<file path="src/inc/ctb_pkg.sv">
// Constants and carrier types for the charger timer and boost configuration block
// What this block does
// - Bit 7 of the timer control register enables charge termination when 1 and resets to 1.
// - The two-bit watchdog field selects off, 40 s, 80 s or 160 s and resets to 01.
// - The timer control register resets to 0x9c, and its reserved bits 6 and 0 reset to 0 but stay read-write.
// - Bit 3 enables the charging safety timer when 1 and resets to 1.
// - The two-bit fast-charge field selects 5, 8, 12 or 20 hours and resets to 10.
// - The boost and thermal control register resets to 0x93 with all eight bits read-write.
// - The boost target is 4.55 V plus the upper-nibble code times 64 mV, up to 5.51 V, resetting to code 1001.
// - The hot cutoff field picks 33, 36 or 30 percent of the internal rail for codes 00, 01, 10 and resets to 00.
// - Hot cutoff code 11 runs boost unmonitored while the thermistor fault still uses 33 percent.
// - The die temperature field selects 60, 80, 100 or 120 degrees C and resets to 11.
// - Expiry of the watchdog period sets a read-only watchdog fault flag.
// - With slow-down set, the safety timer runs at half rate during input limiting or thermal regulation.
package ctb_pkg;

  // ------------------------------------------------------------
  // Timing
  // ------------------------------------------------------------
  localparam int CLK_PERIOD_NS = 100;
  localparam int TICK_PERIOD_MS = 1000;
  localparam int TICK_CYCLES = TICK_PERIOD_MS * 1000000 / CLK_PERIOD_NS;
  localparam int SEC_PER_HOUR = 3600;
  localparam logic [7:0] WD_PERIOD_0_S = 8'h28;
  localparam logic [7:0] WD_PERIOD_1_S = 8'h50;
  localparam logic [7:0] WD_PERIOD_2_S = 8'ha0;
  localparam int FC_LIMIT_0_H = 5;
  localparam int FC_LIMIT_1_H = 8;
  localparam int FC_LIMIT_2_H = 12;
  localparam int FC_LIMIT_3_H = 20;

  // ------------------------------------------------------------
  // Register map
  // ------------------------------------------------------------
  localparam logic [7:0] TMR_CTRL_OFS = 8'h05;
  localparam logic [7:0] BOOST_CTRL_OFS = 8'h06;
  localparam logic [7:0] TMR_CTRL_RST = 8'h9c;
  localparam logic [7:0] BOOST_CTRL_RST = 8'h93;
  localparam logic [7:0] UNMAPPED_RD = 8'h00;
  localparam int TERM_EN_POS = 7;
  localparam int WD_SEL_POS = 4;
  localparam int TMR_EN_POS = 3;
  localparam int FC_SEL_POS = 1;
  localparam int BOOST_LVL_POS = 4;
  localparam int HOT_SEL_POS = 2;
  localparam int DIE_SEL_POS = 0;

  // ------------------------------------------------------------
  // Encodings and thresholds
  // ------------------------------------------------------------
  localparam logic [1:0] WD_OFF = 2'b00;
  localparam logic [1:0] HOT_NO_MON = 2'b11;
  localparam int BOOST_BASE_MV = 4550;
  localparam int BOOST_STEP_MV = 64;
  localparam logic [6:0] HOT_PCT_0 = 7'h21;
  localparam logic [6:0] HOT_PCT_1 = 7'h24;
  localparam logic [6:0] HOT_PCT_2 = 7'h1e;
  localparam logic [6:0] DIE_C_0 = 7'h3c;
  localparam logic [6:0] DIE_C_1 = 7'h50;
  localparam logic [6:0] DIE_C_2 = 7'h64;
  localparam logic [6:0] DIE_C_3 = 7'h78;

  // ------------------------------------------------------------
  // Types
  // ------------------------------------------------------------
  typedef struct packed {
    logic termEn;
    logic rsvdHi;
    logic [1:0] wdSel;
    logic safetyEn;
    logic [1:0] fast_charge_limit_sel;
    logic rsvdLo;
  } ctb_tmr_ctrl_t;

  typedef struct packed {
    logic [3:0] boost_out_level;
    logic [1:0] hotCutSel;
    logic [1:0] die_temp_limit_sel;
  } ctb_boost_ctrl_t;

  typedef enum logic [3:0] {
    I2C_IDLE = 4'b0000,
    I2C_ADDR = 4'b0001,
    I2C_AACK = 4'b0011,
    I2C_PTR = 4'b0010,
    I2C_PACK = 4'b0110,
    I2C_WDAT = 4'b0111,
    I2C_WACK = 4'b0101,
    I2C_RDAT = 4'b0100,
    I2C_RACK = 4'b1100
  } ctb_i2c_st_t;

endpackage

</file>
<file path="src/rtl/ctb_cfg_regs.sv">
// Serial management target and timer/boost configuration registers
`timescale 1ns/10ps
module ctb_cfg_regs #(
  parameter int TICK_CYCLES = ctb_pkg::TICK_CYCLES,
  // Bus address value is arbitrary
  parameter logic [6:0] DEV_ADDR = 7'h2a
) (
  input wire logic ref_clk,
  input wire logic rst,
  input wire logic sclIn,
  input wire logic sdaIn,
  output logic sdaOut,
  output logic sdaOe,
  input wire logic chargeActive,
  input wire logic inDpmActive,
  input wire logic thermRegActive,
  input wire logic safety_timer_slowdown,
  input wire logic wdFaultClr,
  output ctb_pkg::ctb_tmr_ctrl_t tmrCtrl,
  output ctb_pkg::ctb_boost_ctrl_t boostCtrl,
  output logic [12:0] boostOutMv,
  output logic [6:0] hotCutPct,
  output logic hotMonEn,
  output logic [6:0] thermistorFaultPct,
  output logic [6:0] dieTempLimitC,
  output logic hostWrite,
  output logic watchdogFault,
  output logic safetyExpired
);

  // ------------------------------------------------------------
  // Checks
  // ------------------------------------------------------------
  if (TICK_CYCLES < 2) begin : g_chk
    $error("TICK_CYCLES must be at least 2");
  end

  // ------------------------------------------------------------
  // Read decode
  // ------------------------------------------------------------
  function automatic logic [7:0] regRead(
    input logic [7:0] ofs,
    input logic [7:0] tmrVal,
    input logic [7:0] boostVal
  );
    logic [7:0] val;
    val = ctb_pkg::UNMAPPED_RD;
    if (ofs == ctb_pkg::TMR_CTRL_OFS) begin
      val = tmrVal;
    end else if (ofs == ctb_pkg::BOOST_CTRL_OFS) begin
      val = boostVal;
    end
    return val;
  endfunction

  ctb_pkg::ctb_i2c_st_t state_ff;
  ctb_pkg::ctb_tmr_ctrl_t tmrCtrl_ff;
  ctb_pkg::ctb_boost_ctrl_t boostCtrl_ff;
  logic sclD_ff;
  logic sdaD_ff;
  logic [3:0] bitCnt_ff;
  logic [7:0] shift_ff;
  logic [7:0] ptr_ff;
  logic [7:0] txByte_ff;
  logic rdMode_ff;
  logic mstNack_ff;
  logic sdaOe_ff;
  logic sdaOut_ff;
  logic hostWrite_ff;
  logic [12:0] boostOutMv_ff;
  logic [6:0] hotCutPct_ff;
  logic hotMonEn_ff;
  logic [6:0] ntcPct_ff;
  logic [6:0] dieTempC_ff;
  logic sclRise;
  logic sclFall;
  logic startCond;
  logic stopCond;
  logic byteDone;
  logic wrEn;
  logic [7:0] rdCur;
  logic [7:0] rdNext;
  logic [2:0] txIdx;

  // ------------------------------------------------------------
  // Line sampling and bus conditions
  // ------------------------------------------------------------
  always_ff @(posedge ref_clk or posedge rst) begin
    if (rst) begin
      sclD_ff <= 1'b1;
      sdaD_ff <= 1'b1;
    end else begin
      sclD_ff <= sclIn;
      sdaD_ff <= sdaIn;
    end
  end

  assign sclRise = sclIn && !sclD_ff;
  assign sclFall = !sclIn && sclD_ff;
  assign startCond = sclIn && sclD_ff && sdaD_ff && !sdaIn;
  assign stopCond = sclIn && sclD_ff && !sdaD_ff && sdaIn;
  assign byteDone = (bitCnt_ff == 4'h8);
  assign wrEn = sclFall && (state_ff == ctb_pkg::I2C_WDAT) && byteDone;
  assign rdCur = regRead(ptr_ff, tmrCtrl_ff, boostCtrl_ff);
  assign rdNext = regRead(ptr_ff + 8'h01, tmrCtrl_ff, boostCtrl_ff);
  assign txIdx = 3'(4'h7 - bitCnt_ff);

  // ------------------------------------------------------------
  // Protocol engine
  // ------------------------------------------------------------
  // Open drain: only ever pulls low, so the driven level is a constant
  always_ff @(posedge ref_clk or posedge rst) begin
    if (rst) begin
      sdaOut_ff <= 1'b0;
    end else begin
      sdaOut_ff <= 1'b0;
    end
  end

  always_ff @(posedge ref_clk or posedge rst) begin
    if (rst) begin
      state_ff <= ctb_pkg::I2C_IDLE;
      bitCnt_ff <= 4'h0;
      shift_ff <= 8'h00;
      ptr_ff <= 8'h00;
      txByte_ff <= 8'h00;
      rdMode_ff <= 1'b0;
      mstNack_ff <= 1'b0;
      sdaOe_ff <= 1'b0;
    end else if (startCond) begin
      // Repeated start keeps the pointer
      state_ff <= ctb_pkg::I2C_ADDR;
      bitCnt_ff <= 4'h0;
      sdaOe_ff <= 1'b0;
    end else if (stopCond) begin
      state_ff <= ctb_pkg::I2C_IDLE;
      sdaOe_ff <= 1'b0;
    end else if (sclRise) begin
      case (state_ff)
        ctb_pkg::I2C_ADDR, ctb_pkg::I2C_PTR, ctb_pkg::I2C_WDAT: begin
          shift_ff <= {shift_ff[6:0], sdaIn};
          bitCnt_ff <= bitCnt_ff + 4'h1;
        end
        ctb_pkg::I2C_RDAT: begin
          bitCnt_ff <= bitCnt_ff + 4'h1;
        end
        ctb_pkg::I2C_RACK: begin
          mstNack_ff <= sdaIn;
        end
        default: begin
        end
      endcase
    end else if (sclFall) begin
      case (state_ff)
        ctb_pkg::I2C_ADDR: begin
          if (byteDone && shift_ff[7:1] == DEV_ADDR) begin
            state_ff <= ctb_pkg::I2C_AACK;
            rdMode_ff <= shift_ff[0];
            sdaOe_ff <= 1'b1;
          end else if (byteDone) begin
            state_ff <= ctb_pkg::I2C_IDLE;
          end
        end
        ctb_pkg::I2C_AACK: begin
          bitCnt_ff <= 4'h0;
          if (rdMode_ff) begin
            state_ff <= ctb_pkg::I2C_RDAT;
            txByte_ff <= rdCur;
            sdaOe_ff <= !rdCur[7];
          end else begin
            state_ff <= ctb_pkg::I2C_PTR;
            sdaOe_ff <= 1'b0;
          end
        end
        ctb_pkg::I2C_PTR: begin
          if (byteDone) begin
            state_ff <= ctb_pkg::I2C_PACK;
            ptr_ff <= shift_ff;
            sdaOe_ff <= 1'b1;
          end
        end
        ctb_pkg::I2C_PACK: begin
          state_ff <= ctb_pkg::I2C_WDAT;
          bitCnt_ff <= 4'h0;
          sdaOe_ff <= 1'b0;
        end
        ctb_pkg::I2C_WDAT: begin
          if (byteDone) begin
            state_ff <= ctb_pkg::I2C_WACK;
            ptr_ff <= ptr_ff + 8'h01;
            sdaOe_ff <= 1'b1;
          end
        end
        ctb_pkg::I2C_WACK: begin
          state_ff <= ctb_pkg::I2C_WDAT;
          bitCnt_ff <= 4'h0;
          sdaOe_ff <= 1'b0;
        end
        ctb_pkg::I2C_RDAT: begin
          if (byteDone) begin
            state_ff <= ctb_pkg::I2C_RACK;
            sdaOe_ff <= 1'b0;
          end else begin
            sdaOe_ff <= !txByte_ff[txIdx];
          end
        end
        ctb_pkg::I2C_RACK: begin
          if (mstNack_ff) begin
            state_ff <= ctb_pkg::I2C_IDLE;
            sdaOe_ff <= 1'b0;
          end else begin
            state_ff <= ctb_pkg::I2C_RDAT;
            bitCnt_ff <= 4'h0;
            ptr_ff <= ptr_ff + 8'h01;
            txByte_ff <= rdNext;
            sdaOe_ff <= !rdNext[7];
          end
        end
        default: begin
          state_ff <= ctb_pkg::I2C_IDLE;
          sdaOe_ff <= 1'b0;
        end
      endcase
    end
  end

  // ------------------------------------------------------------
  // Configuration registers
  // ------------------------------------------------------------
  // Reserved bits are stored like any other; unmapped writes are dropped
  always_ff @(posedge ref_clk or posedge rst) begin
    if (rst) begin
      tmrCtrl_ff <= ctb_pkg::ctb_tmr_ctrl_t'(ctb_pkg::TMR_CTRL_RST);
    end else if (wrEn && ptr_ff == ctb_pkg::TMR_CTRL_OFS) begin
      tmrCtrl_ff <= ctb_pkg::ctb_tmr_ctrl_t'(shift_ff);
    end
  end

  always_ff @(posedge ref_clk or posedge rst) begin
    if (rst) begin
      boostCtrl_ff <= ctb_pkg::ctb_boost_ctrl_t'(ctb_pkg::BOOST_CTRL_RST);
    end else if (wrEn && ptr_ff == ctb_pkg::BOOST_CTRL_OFS) begin
      boostCtrl_ff <= ctb_pkg::ctb_boost_ctrl_t'(shift_ff);
    end
  end

  always_ff @(posedge ref_clk or posedge rst) begin
    if (rst) begin
      hostWrite_ff <= 1'b0;
    end else begin
      hostWrite_ff <= wrEn;
    end
  end

  // ------------------------------------------------------------
  // Threshold decode for the analog loops
  // ------------------------------------------------------------
  always_ff @(posedge ref_clk or posedge rst) begin
    if (rst) begin
      boostOutMv_ff <= 13'h0;
    end else begin
      boostOutMv_ff <= 13'(ctb_pkg::BOOST_BASE_MV
        + int'(boostCtrl_ff.boost_out_level) * ctb_pkg::BOOST_STEP_MV);
    end
  end

  always_ff @(posedge ref_clk or posedge rst) begin
    if (rst) begin
      hotCutPct_ff <= 7'h0;
      hotMonEn_ff <= 1'b0;
      ntcPct_ff <= 7'h0;
    end else begin
      case (boostCtrl_ff.hotCutSel)
        2'b00: hotCutPct_ff <= ctb_pkg::HOT_PCT_0;
        2'b01: hotCutPct_ff <= ctb_pkg::HOT_PCT_1;
        2'b10: hotCutPct_ff <= ctb_pkg::HOT_PCT_2;
        default: hotCutPct_ff <= ctb_pkg::HOT_PCT_0;
      endcase
      // Fault reporting keeps working even with the cutoff disabled
      hotMonEn_ff <= (boostCtrl_ff.hotCutSel != ctb_pkg::HOT_NO_MON);
      if (boostCtrl_ff.hotCutSel == ctb_pkg::HOT_NO_MON) begin
        ntcPct_ff <= ctb_pkg::HOT_PCT_0;
      end else begin
        ntcPct_ff <= (boostCtrl_ff.hotCutSel == 2'b01) ? ctb_pkg::HOT_PCT_1
          : (boostCtrl_ff.hotCutSel == 2'b10) ? ctb_pkg::HOT_PCT_2 : ctb_pkg::HOT_PCT_0;
      end
    end
  end

  always_ff @(posedge ref_clk or posedge rst) begin
    if (rst) begin
      dieTempC_ff <= 7'h0;
    end else begin
      case (boostCtrl_ff.die_temp_limit_sel)
        2'b00: dieTempC_ff <= ctb_pkg::DIE_C_0;
        2'b01: dieTempC_ff <= ctb_pkg::DIE_C_1;
        2'b10: dieTempC_ff <= ctb_pkg::DIE_C_2;
        default: dieTempC_ff <= ctb_pkg::DIE_C_3;
      endcase
    end
  end

  // ------------------------------------------------------------
  // Timers
  // ------------------------------------------------------------
  ctb_watchdog #(
    .TICK_CYCLES(TICK_CYCLES)
  ) u_watchdog (
    .ref_clk(ref_clk),
    .rst(rst),
    .wdSel(tmrCtrl_ff.wdSel),
    .hostWrite(hostWrite_ff),
    .faultClr(wdFaultClr),
    .wdFault(watchdogFault)
  );

  ctb_safety_timer #(
    .TICK_CYCLES(TICK_CYCLES)
  ) u_safety (
    .ref_clk(ref_clk),
    .rst(rst),
    .timerEn(tmrCtrl_ff.safetyEn),
    .limitSel(tmrCtrl_ff.fast_charge_limit_sel),
    .chargeActive(chargeActive),
    .slowDown(safety_timer_slowdown && (inDpmActive || thermRegActive)),
    .expired(safetyExpired)
  );

  // ------------------------------------------------------------
  // Outputs
  // ------------------------------------------------------------
  assign sdaOut = sdaOut_ff;
  assign sdaOe = sdaOe_ff;
  assign tmrCtrl = tmrCtrl_ff;
  assign boostCtrl = boostCtrl_ff;
  assign boostOutMv = boostOutMv_ff;
  assign hotCutPct = hotCutPct_ff;
  assign hotMonEn = hotMonEn_ff;
  assign thermistorFaultPct = ntcPct_ff;
  assign dieTempLimitC = dieTempC_ff;
  assign hostWrite = hostWrite_ff;

endmodule

</file>
<file path="src/rtl/ctb_safety_timer.sv">
// Fast-charge safety timer with half-rate slow-down
`timescale 1ns/10ps
module ctb_safety_timer #(
  parameter int TICK_CYCLES = ctb_pkg::TICK_CYCLES
) (
  input wire logic ref_clk,
  input wire logic rst,
  input wire logic timerEn,
  input wire logic [1:0] limitSel,
  input wire logic chargeActive,
  input wire logic slowDown,
  output logic expired
);

  // ------------------------------------------------------------
  // Checks
  // ------------------------------------------------------------
  if (TICK_CYCLES < 2) begin : g_chk
    $error("TICK_CYCLES must be at least 2");
  end

  logic [31:0] preCnt_ff;
  logic [16:0] secCnt_ff;
  logic halfPhase_ff;
  logic expired_ff;
  logic [16:0] limitS;
  logic tick;
  logic advance;

  always_comb begin
    case (limitSel)
      2'b00: limitS = 17'(ctb_pkg::FC_LIMIT_0_H * ctb_pkg::SEC_PER_HOUR);
      2'b01: limitS = 17'(ctb_pkg::FC_LIMIT_1_H * ctb_pkg::SEC_PER_HOUR);
      2'b10: limitS = 17'(ctb_pkg::FC_LIMIT_2_H * ctb_pkg::SEC_PER_HOUR);
      default: limitS = 17'(ctb_pkg::FC_LIMIT_3_H * ctb_pkg::SEC_PER_HOUR);
    endcase
  end

  assign tick = (preCnt_ff == 32'(TICK_CYCLES - 1));
  // Half rate drops every other second tick
  assign advance = tick && (!slowDown || halfPhase_ff);

  // ------------------------------------------------------------
  // Counting only while enabled and charging
  // ------------------------------------------------------------
  always_ff @(posedge ref_clk or posedge rst) begin
    if (rst) begin
      preCnt_ff <= 32'h0;
      secCnt_ff <= 17'h0;
      halfPhase_ff <= 1'b0;
    end else if (!timerEn || !chargeActive || expired_ff) begin
      preCnt_ff <= 32'h0;
      secCnt_ff <= 17'h0;
      halfPhase_ff <= 1'b0;
    end else if (tick) begin
      preCnt_ff <= 32'h0;
      halfPhase_ff <= !halfPhase_ff;
      if (advance) begin
        secCnt_ff <= secCnt_ff + 17'h1;
      end
    end else begin
      preCnt_ff <= preCnt_ff + 32'h1;
    end
  end

  // Held until the charge cycle ends or the timer is disabled
  always_ff @(posedge ref_clk or posedge rst) begin
    if (rst) begin
      expired_ff <= 1'b0;
    end else if (!timerEn || !chargeActive) begin
      expired_ff <= 1'b0;
    end else if (secCnt_ff >= limitS) begin
      expired_ff <= 1'b1;
    end
  end

  assign expired = expired_ff;

endmodule

</file>
<file path="src/rtl/ctb_watchdog.sv">
// Host-link watchdog with sticky expiry flag
`timescale 1ns/10ps
module ctb_watchdog #(
  parameter int TICK_CYCLES = ctb_pkg::TICK_CYCLES
) (
  input wire logic ref_clk,
  input wire logic rst,
  input wire logic [1:0] wdSel,
  input wire logic hostWrite,
  input wire logic faultClr,
  output logic wdFault
);

  // ------------------------------------------------------------
  // Checks
  // ------------------------------------------------------------
  if (TICK_CYCLES < 2) begin : g_chk
    $error("TICK_CYCLES must be at least 2");
  end

  logic [31:0] preCnt_ff;
  logic [7:0] secCnt_ff;
  logic [7:0] limitS;
  logic tick;
  logic expire;
  logic wdFault_ff;

  always_comb begin
    case (wdSel)
      2'b01: limitS = ctb_pkg::WD_PERIOD_0_S;
      2'b10: limitS = ctb_pkg::WD_PERIOD_1_S;
      2'b11: limitS = ctb_pkg::WD_PERIOD_2_S;
      default: limitS = 8'h00;
    endcase
  end

  assign tick = (preCnt_ff == 32'(TICK_CYCLES - 1));
  assign expire = tick && (secCnt_ff == limitS - 8'h01) && (wdSel != ctb_pkg::WD_OFF);

  // ------------------------------------------------------------
  // Counting; any valid write starts a fresh period
  // ------------------------------------------------------------
  always_ff @(posedge ref_clk or posedge rst) begin
    if (rst) begin
      preCnt_ff <= 32'h0;
      secCnt_ff <= 8'h00;
    end else if (hostWrite || wdSel == ctb_pkg::WD_OFF || expire) begin
      preCnt_ff <= 32'h0;
      secCnt_ff <= 8'h00;
    end else if (tick) begin
      preCnt_ff <= 32'h0;
      secCnt_ff <= secCnt_ff + 8'h01;
    end else begin
      preCnt_ff <= preCnt_ff + 32'h1;
    end
  end

  // Set wins over a clear in the same cycle
  always_ff @(posedge ref_clk or posedge rst) begin
    if (rst) begin
      wdFault_ff <= 1'b0;
    end else if (expire) begin
      wdFault_ff <= 1'b1;
    end else if (faultClr) begin
      wdFault_ff <= 1'b0;
    end
  end

  assign wdFault = wdFault_ff;

endmodule

</file>
<file path="config.mk">
export PLATFORM = sky130hd
export DESIGN_NAME = ctb_cfg_regs
export DESIGN_NICKNAME = d
export VERILOG_FILES = /design/src/inc/ctb_pkg.sv /design/src/rtl/ctb_cfg_regs.sv /design/src/rtl/ctb_safety_timer.sv /design/src/rtl/ctb_watchdog.sv
export SDC_FILE = /design/constraint.sdc
export NUM_CORES = 1
export LEC_CHECK = 0
export BUFFER_PORTS_ARGS = -buffer_cell sky130_fd_sc_hd__buf_2
export CORE_AREA = 2 2 155 157
export CTS_BUF_LIST = sky130_fd_sc_hd__clkbuf_4 sky130_fd_sc_hd__clkbuf_8 sky130_fd_sc_hd__clkbuf_16
export DETAILED_ROUTE_END_ITERATION = 10
export DIE_AREA = 0 0 157 159
export GPL_TIMING_DRIVEN = 0
export HOLD_SLACK_MARGIN = 0.05
export PLACE_DENSITY = 0.56
export SETUP_SLACK_MARGIN = 0.3
export SKIP_CTS_REPAIR_TIMING = 1
export SLEW_MARGIN = 40
export SYNTH_ARGS = -nofsm -noshare
export SYNTH_HDL_FRONTEND = slang
export SYNTH_SLANG_ARGS = --single-unit
</file>
<file path="constraint.sdc">
create_clock -name ref_clk -period 10.9 [get_ports ref_clk]
set_input_delay 0.545 -clock ref_clk [delete_from_list [all_inputs] [get_ports ref_clk]]
set_output_delay 0.545 -clock ref_clk [all_outputs]
set_load 0.02 [all_outputs]
</file>
==> out/metrics.yaml <==
outcome:
  status: "finished, final reports clean"
layout:
  num-nets-final: 1083
  final_cell_area_sq_um: 10500
  final_util_pct: 45.5
  area_delta_synth_final_pct: 15.6
  layout-drive-gt1-share_pct: 16.5
  antenna_cells: 0
  layout.cells.non_filler: 1363
worst_setup_path:
  reg2reg_from: "ptr_ff[5]$_DFFE_PP0P_"
  path_cells: "buf_6 -> or4b_4 -> nor4b_4 -> and2b_1 -> buf_6 -> mux2_1"
  worstPathRequired_ns: 11.21
  critPathKind: "reg2reg"
  crit_fanout: 10
  worst_setup_path_start_kind: "flip-flop"
  rrSetupSlack_ns: 8.41
  critical-path-slowest-cell: "or4b_4"
  slowest_delay_ns: 0.57
  cp-end-kind: "flip-flop"
  crit_top_cell: "buf_6"
  worstPathArrival_ns: 2.80
  rr_worst_depth: 6
  reg2reg_to: "tmrCtrl[0]$_DFFE_PP0P_"
logic_synthesis:
  syn_area_sq_um: 9130
  synth-edff-count: 0
  synth_seq_cells: 162
  synth_flop_cell: "dfrtp_1"
  synthArstFlopShare_pct: 100
  yosysWarningCount: 0
  synthCells: 947
  synth_area_per_cell_sq_um: 9.64
  synth_cell_types: 79
  ys_seq_area_share_pct: 44.6
detailed_routing:
  vias: 7011
  drt_iter0_markers: 335
  drtPass1Iterations: 4
  routed_wl_microns: 20900
  viasPerCell: 5.14
  route.detailed.drc: 0
  routedWlPerCell_microns: 15.3
  ant_nets: 0
pwr:
  power_w: 0.00131
  power.leakage_nw: 4.61
  ir_worst_vdd_v: 0.0000719
  powerDensity_nw_per_um2: 124
timing:
  fin_crit_ns: 2.49
  tightestPinTransition_ns: 0.717
  fmax_ghz: 0.402
  drv_slew: 0
  rsz0062_at_grt: "false"
  finalSetupViolations: 0
  setup_tns_ns: 0
  hold_viol: 0
  min_period_over_period_pct: 22.8
  relSlewSlack_pct: 52.1
  fin_worst_skew_ns: 0.0105
clock_network:
  cts.sinks: 162
  cts_buffers: 17
  h-tree-depth: 4
  cts_tree: "built"
  cts_buffer_depth: 2
  insertion_delay_ns: 0.43
  clock-root-buffer: "clkbuf_16"
  clkTransAtPathRegs_ns: 0.07
grt:
  grt_antenna_before_repair: 0
  grt_overflow: 0
  grt_max_degree: 73
  grt_use_total_pct: 17.9
  grt_pass1_wl_microns: 36000
  grt_pass1_vias: 6984
min_path:
  hold_path.class: "in2async"
placement:
  dpl-instance-area_sq_um: 9910
  numPortBuffers: 54
  gp_congestion: 0.859
  place_inst: 1331
  hpwlAfterDp_microns: 14900
floorplanning:
  io_pins: 65
  dieArea_sq_um: 25000
  start_util_pct: 39.3
  die_w_microns: 157
  core_area_sq_um: 23200
  rows: 56
  die_h_microns: 159
job:
  maxCapViolCount: 0
how the worst max path moves through the flow:
stage | slack (ns) | cells past startpoint | end | start
2_1_floorplan | 5.99 | 1 | bitCnt_ff[0]$_DFFE_PP0P_ | rst
3_3_place_gp | 3.87 | 2 | rdMode_ff$_DFFE_PP0P_ | rst
3_5_place_dp | 8.43 | 8 | txByte_ff[4]$_DFFE_PP0P_ | sclIn
4_1_cts | 8.42 | 6 | tmrCtrl[0]$_DFFE_PP0P_ | ptr_ff[5]$_DFFE_PP0P_
5_1_grt | 8.16 | 8 | ptr_ff[7]$_DFFE_PP0P_ | state_ff[0]$_DFFE_PP0P_
6_report | 8.41 | 6 | tmrCtrl[0]$_DFFE_PP0P_ | ptr_ff[5]$_DFFE_PP0P_
layout make-up:
cell class / instances / area, sq um
multi-input cells: 703 / 4660
fillers: 2252 / 12600
inverters: 42 / 165
clock inverters: 12 / 179
repair buffers: 56 / 325
well taps: 319 / 399
clock buffers: 20 / 454
plain buffers: 49 / 298
flip-flops and latches: 162 / 4070
cell families after synthesis:
kind of cell,Yosys count,synth area share (%)
buffers and inverters,91,4.99
AND/OR/NAND/NOR,398,23.4
AO/OA/AOI/OAI,136,9.45
other,2,0.0823
adder cells (fa/ha/maj),43,5.90
XOR/XNOR,89,8.54
flip-flops,162,44.6
multiplexers,26,3.09
critical path: cells and delay by family (launching register included):
kind          cells  cell delay (ns)
simple gates      3             1.37
flops             1             0.37
mux               1             0.32
buf+inv           2             0.31
cell usage after synthesis (21+ instances only):
cell	number	area [sq um]
buf_4	21	158
ha_1	43	538
o21ai_0	40	200
dfrtp_1	152	3800
inv_1	42	158
nand3_1	47	235
nand4_1	34	213
xnor2_1	24	210
a21oi_1	35	175
xor2_1	65	569
nor2_1	122	458
nand2_1	72	270
layout by cell type, fill, tap and decap left out, types with 11 or more instances in the layout:
cell type  netlist  routed
dfrtp_1        152     152
nor2_1         122     122
nand2_1         72      72
xor2_1          65      65
buf_2            9      63
nand3_1         47      47
ha_1            43      43
inv_1           42      41
o21ai_0         40      40
a21oi_1         35      35
nand4_1         34      34
xnor2_1         24      24
buf_4           21      21
and3_1          19      19
clkbuf_16        0      17
mux2_2          15      15
clkbuf_1        13      13
nor4_1          15      13
nor3_1          11      11
conb_1           2      11
registers in the layout, summed over array words and instances (netlist names), 4 cells and up:
signal,cells
txByte_ff,8
ptr_ff,8
u_watchdog.secCnt_ff,8
dieTempLimitC,5
boostCtrl,8
u_safety.preCnt_ff,32
u_watchdog.preCnt_ff,32
bitCnt_ff,4
tmrCtrl,8
state_ff,4
hotCutPct,4
boostOutMv,6
u_safety.secCnt_ff,17
shift_ff,8
layer usage:
layer	routed length [microns]	vias up	GRT usage [%]
met4	268	0	4.92
met2	9740	94	28.1
met1	10300	3430	25.3
met3	597	18	3.48
met5	0	-	0
li1	-	3469	-
through the flow:
stage,hold WS (ns),setup WS [ns]
after floorplan,0.468,5.99
after global placement,0.499,3.87
final,0.0558,8.41
after CTS,0.0494,8.42
after global routing,0.0530,8.16
after detailed placement,0.504,8.43
power by group:
| part | leakage, nW | total (W) | switching, W | internal (W) |
|---|---|---|---|---|
| Combinational | 2.19 | 0.0000448 | 0.0000290 | 0.0000158 |
| Clock | 0.304 | 0.000650 | 0.000255 | 0.000396 |
| Sequential | 2.12 | 0.000613 | 0.00000779 | 0.000606 |
No activity file was read; power rests on OpenSTA's default activity.
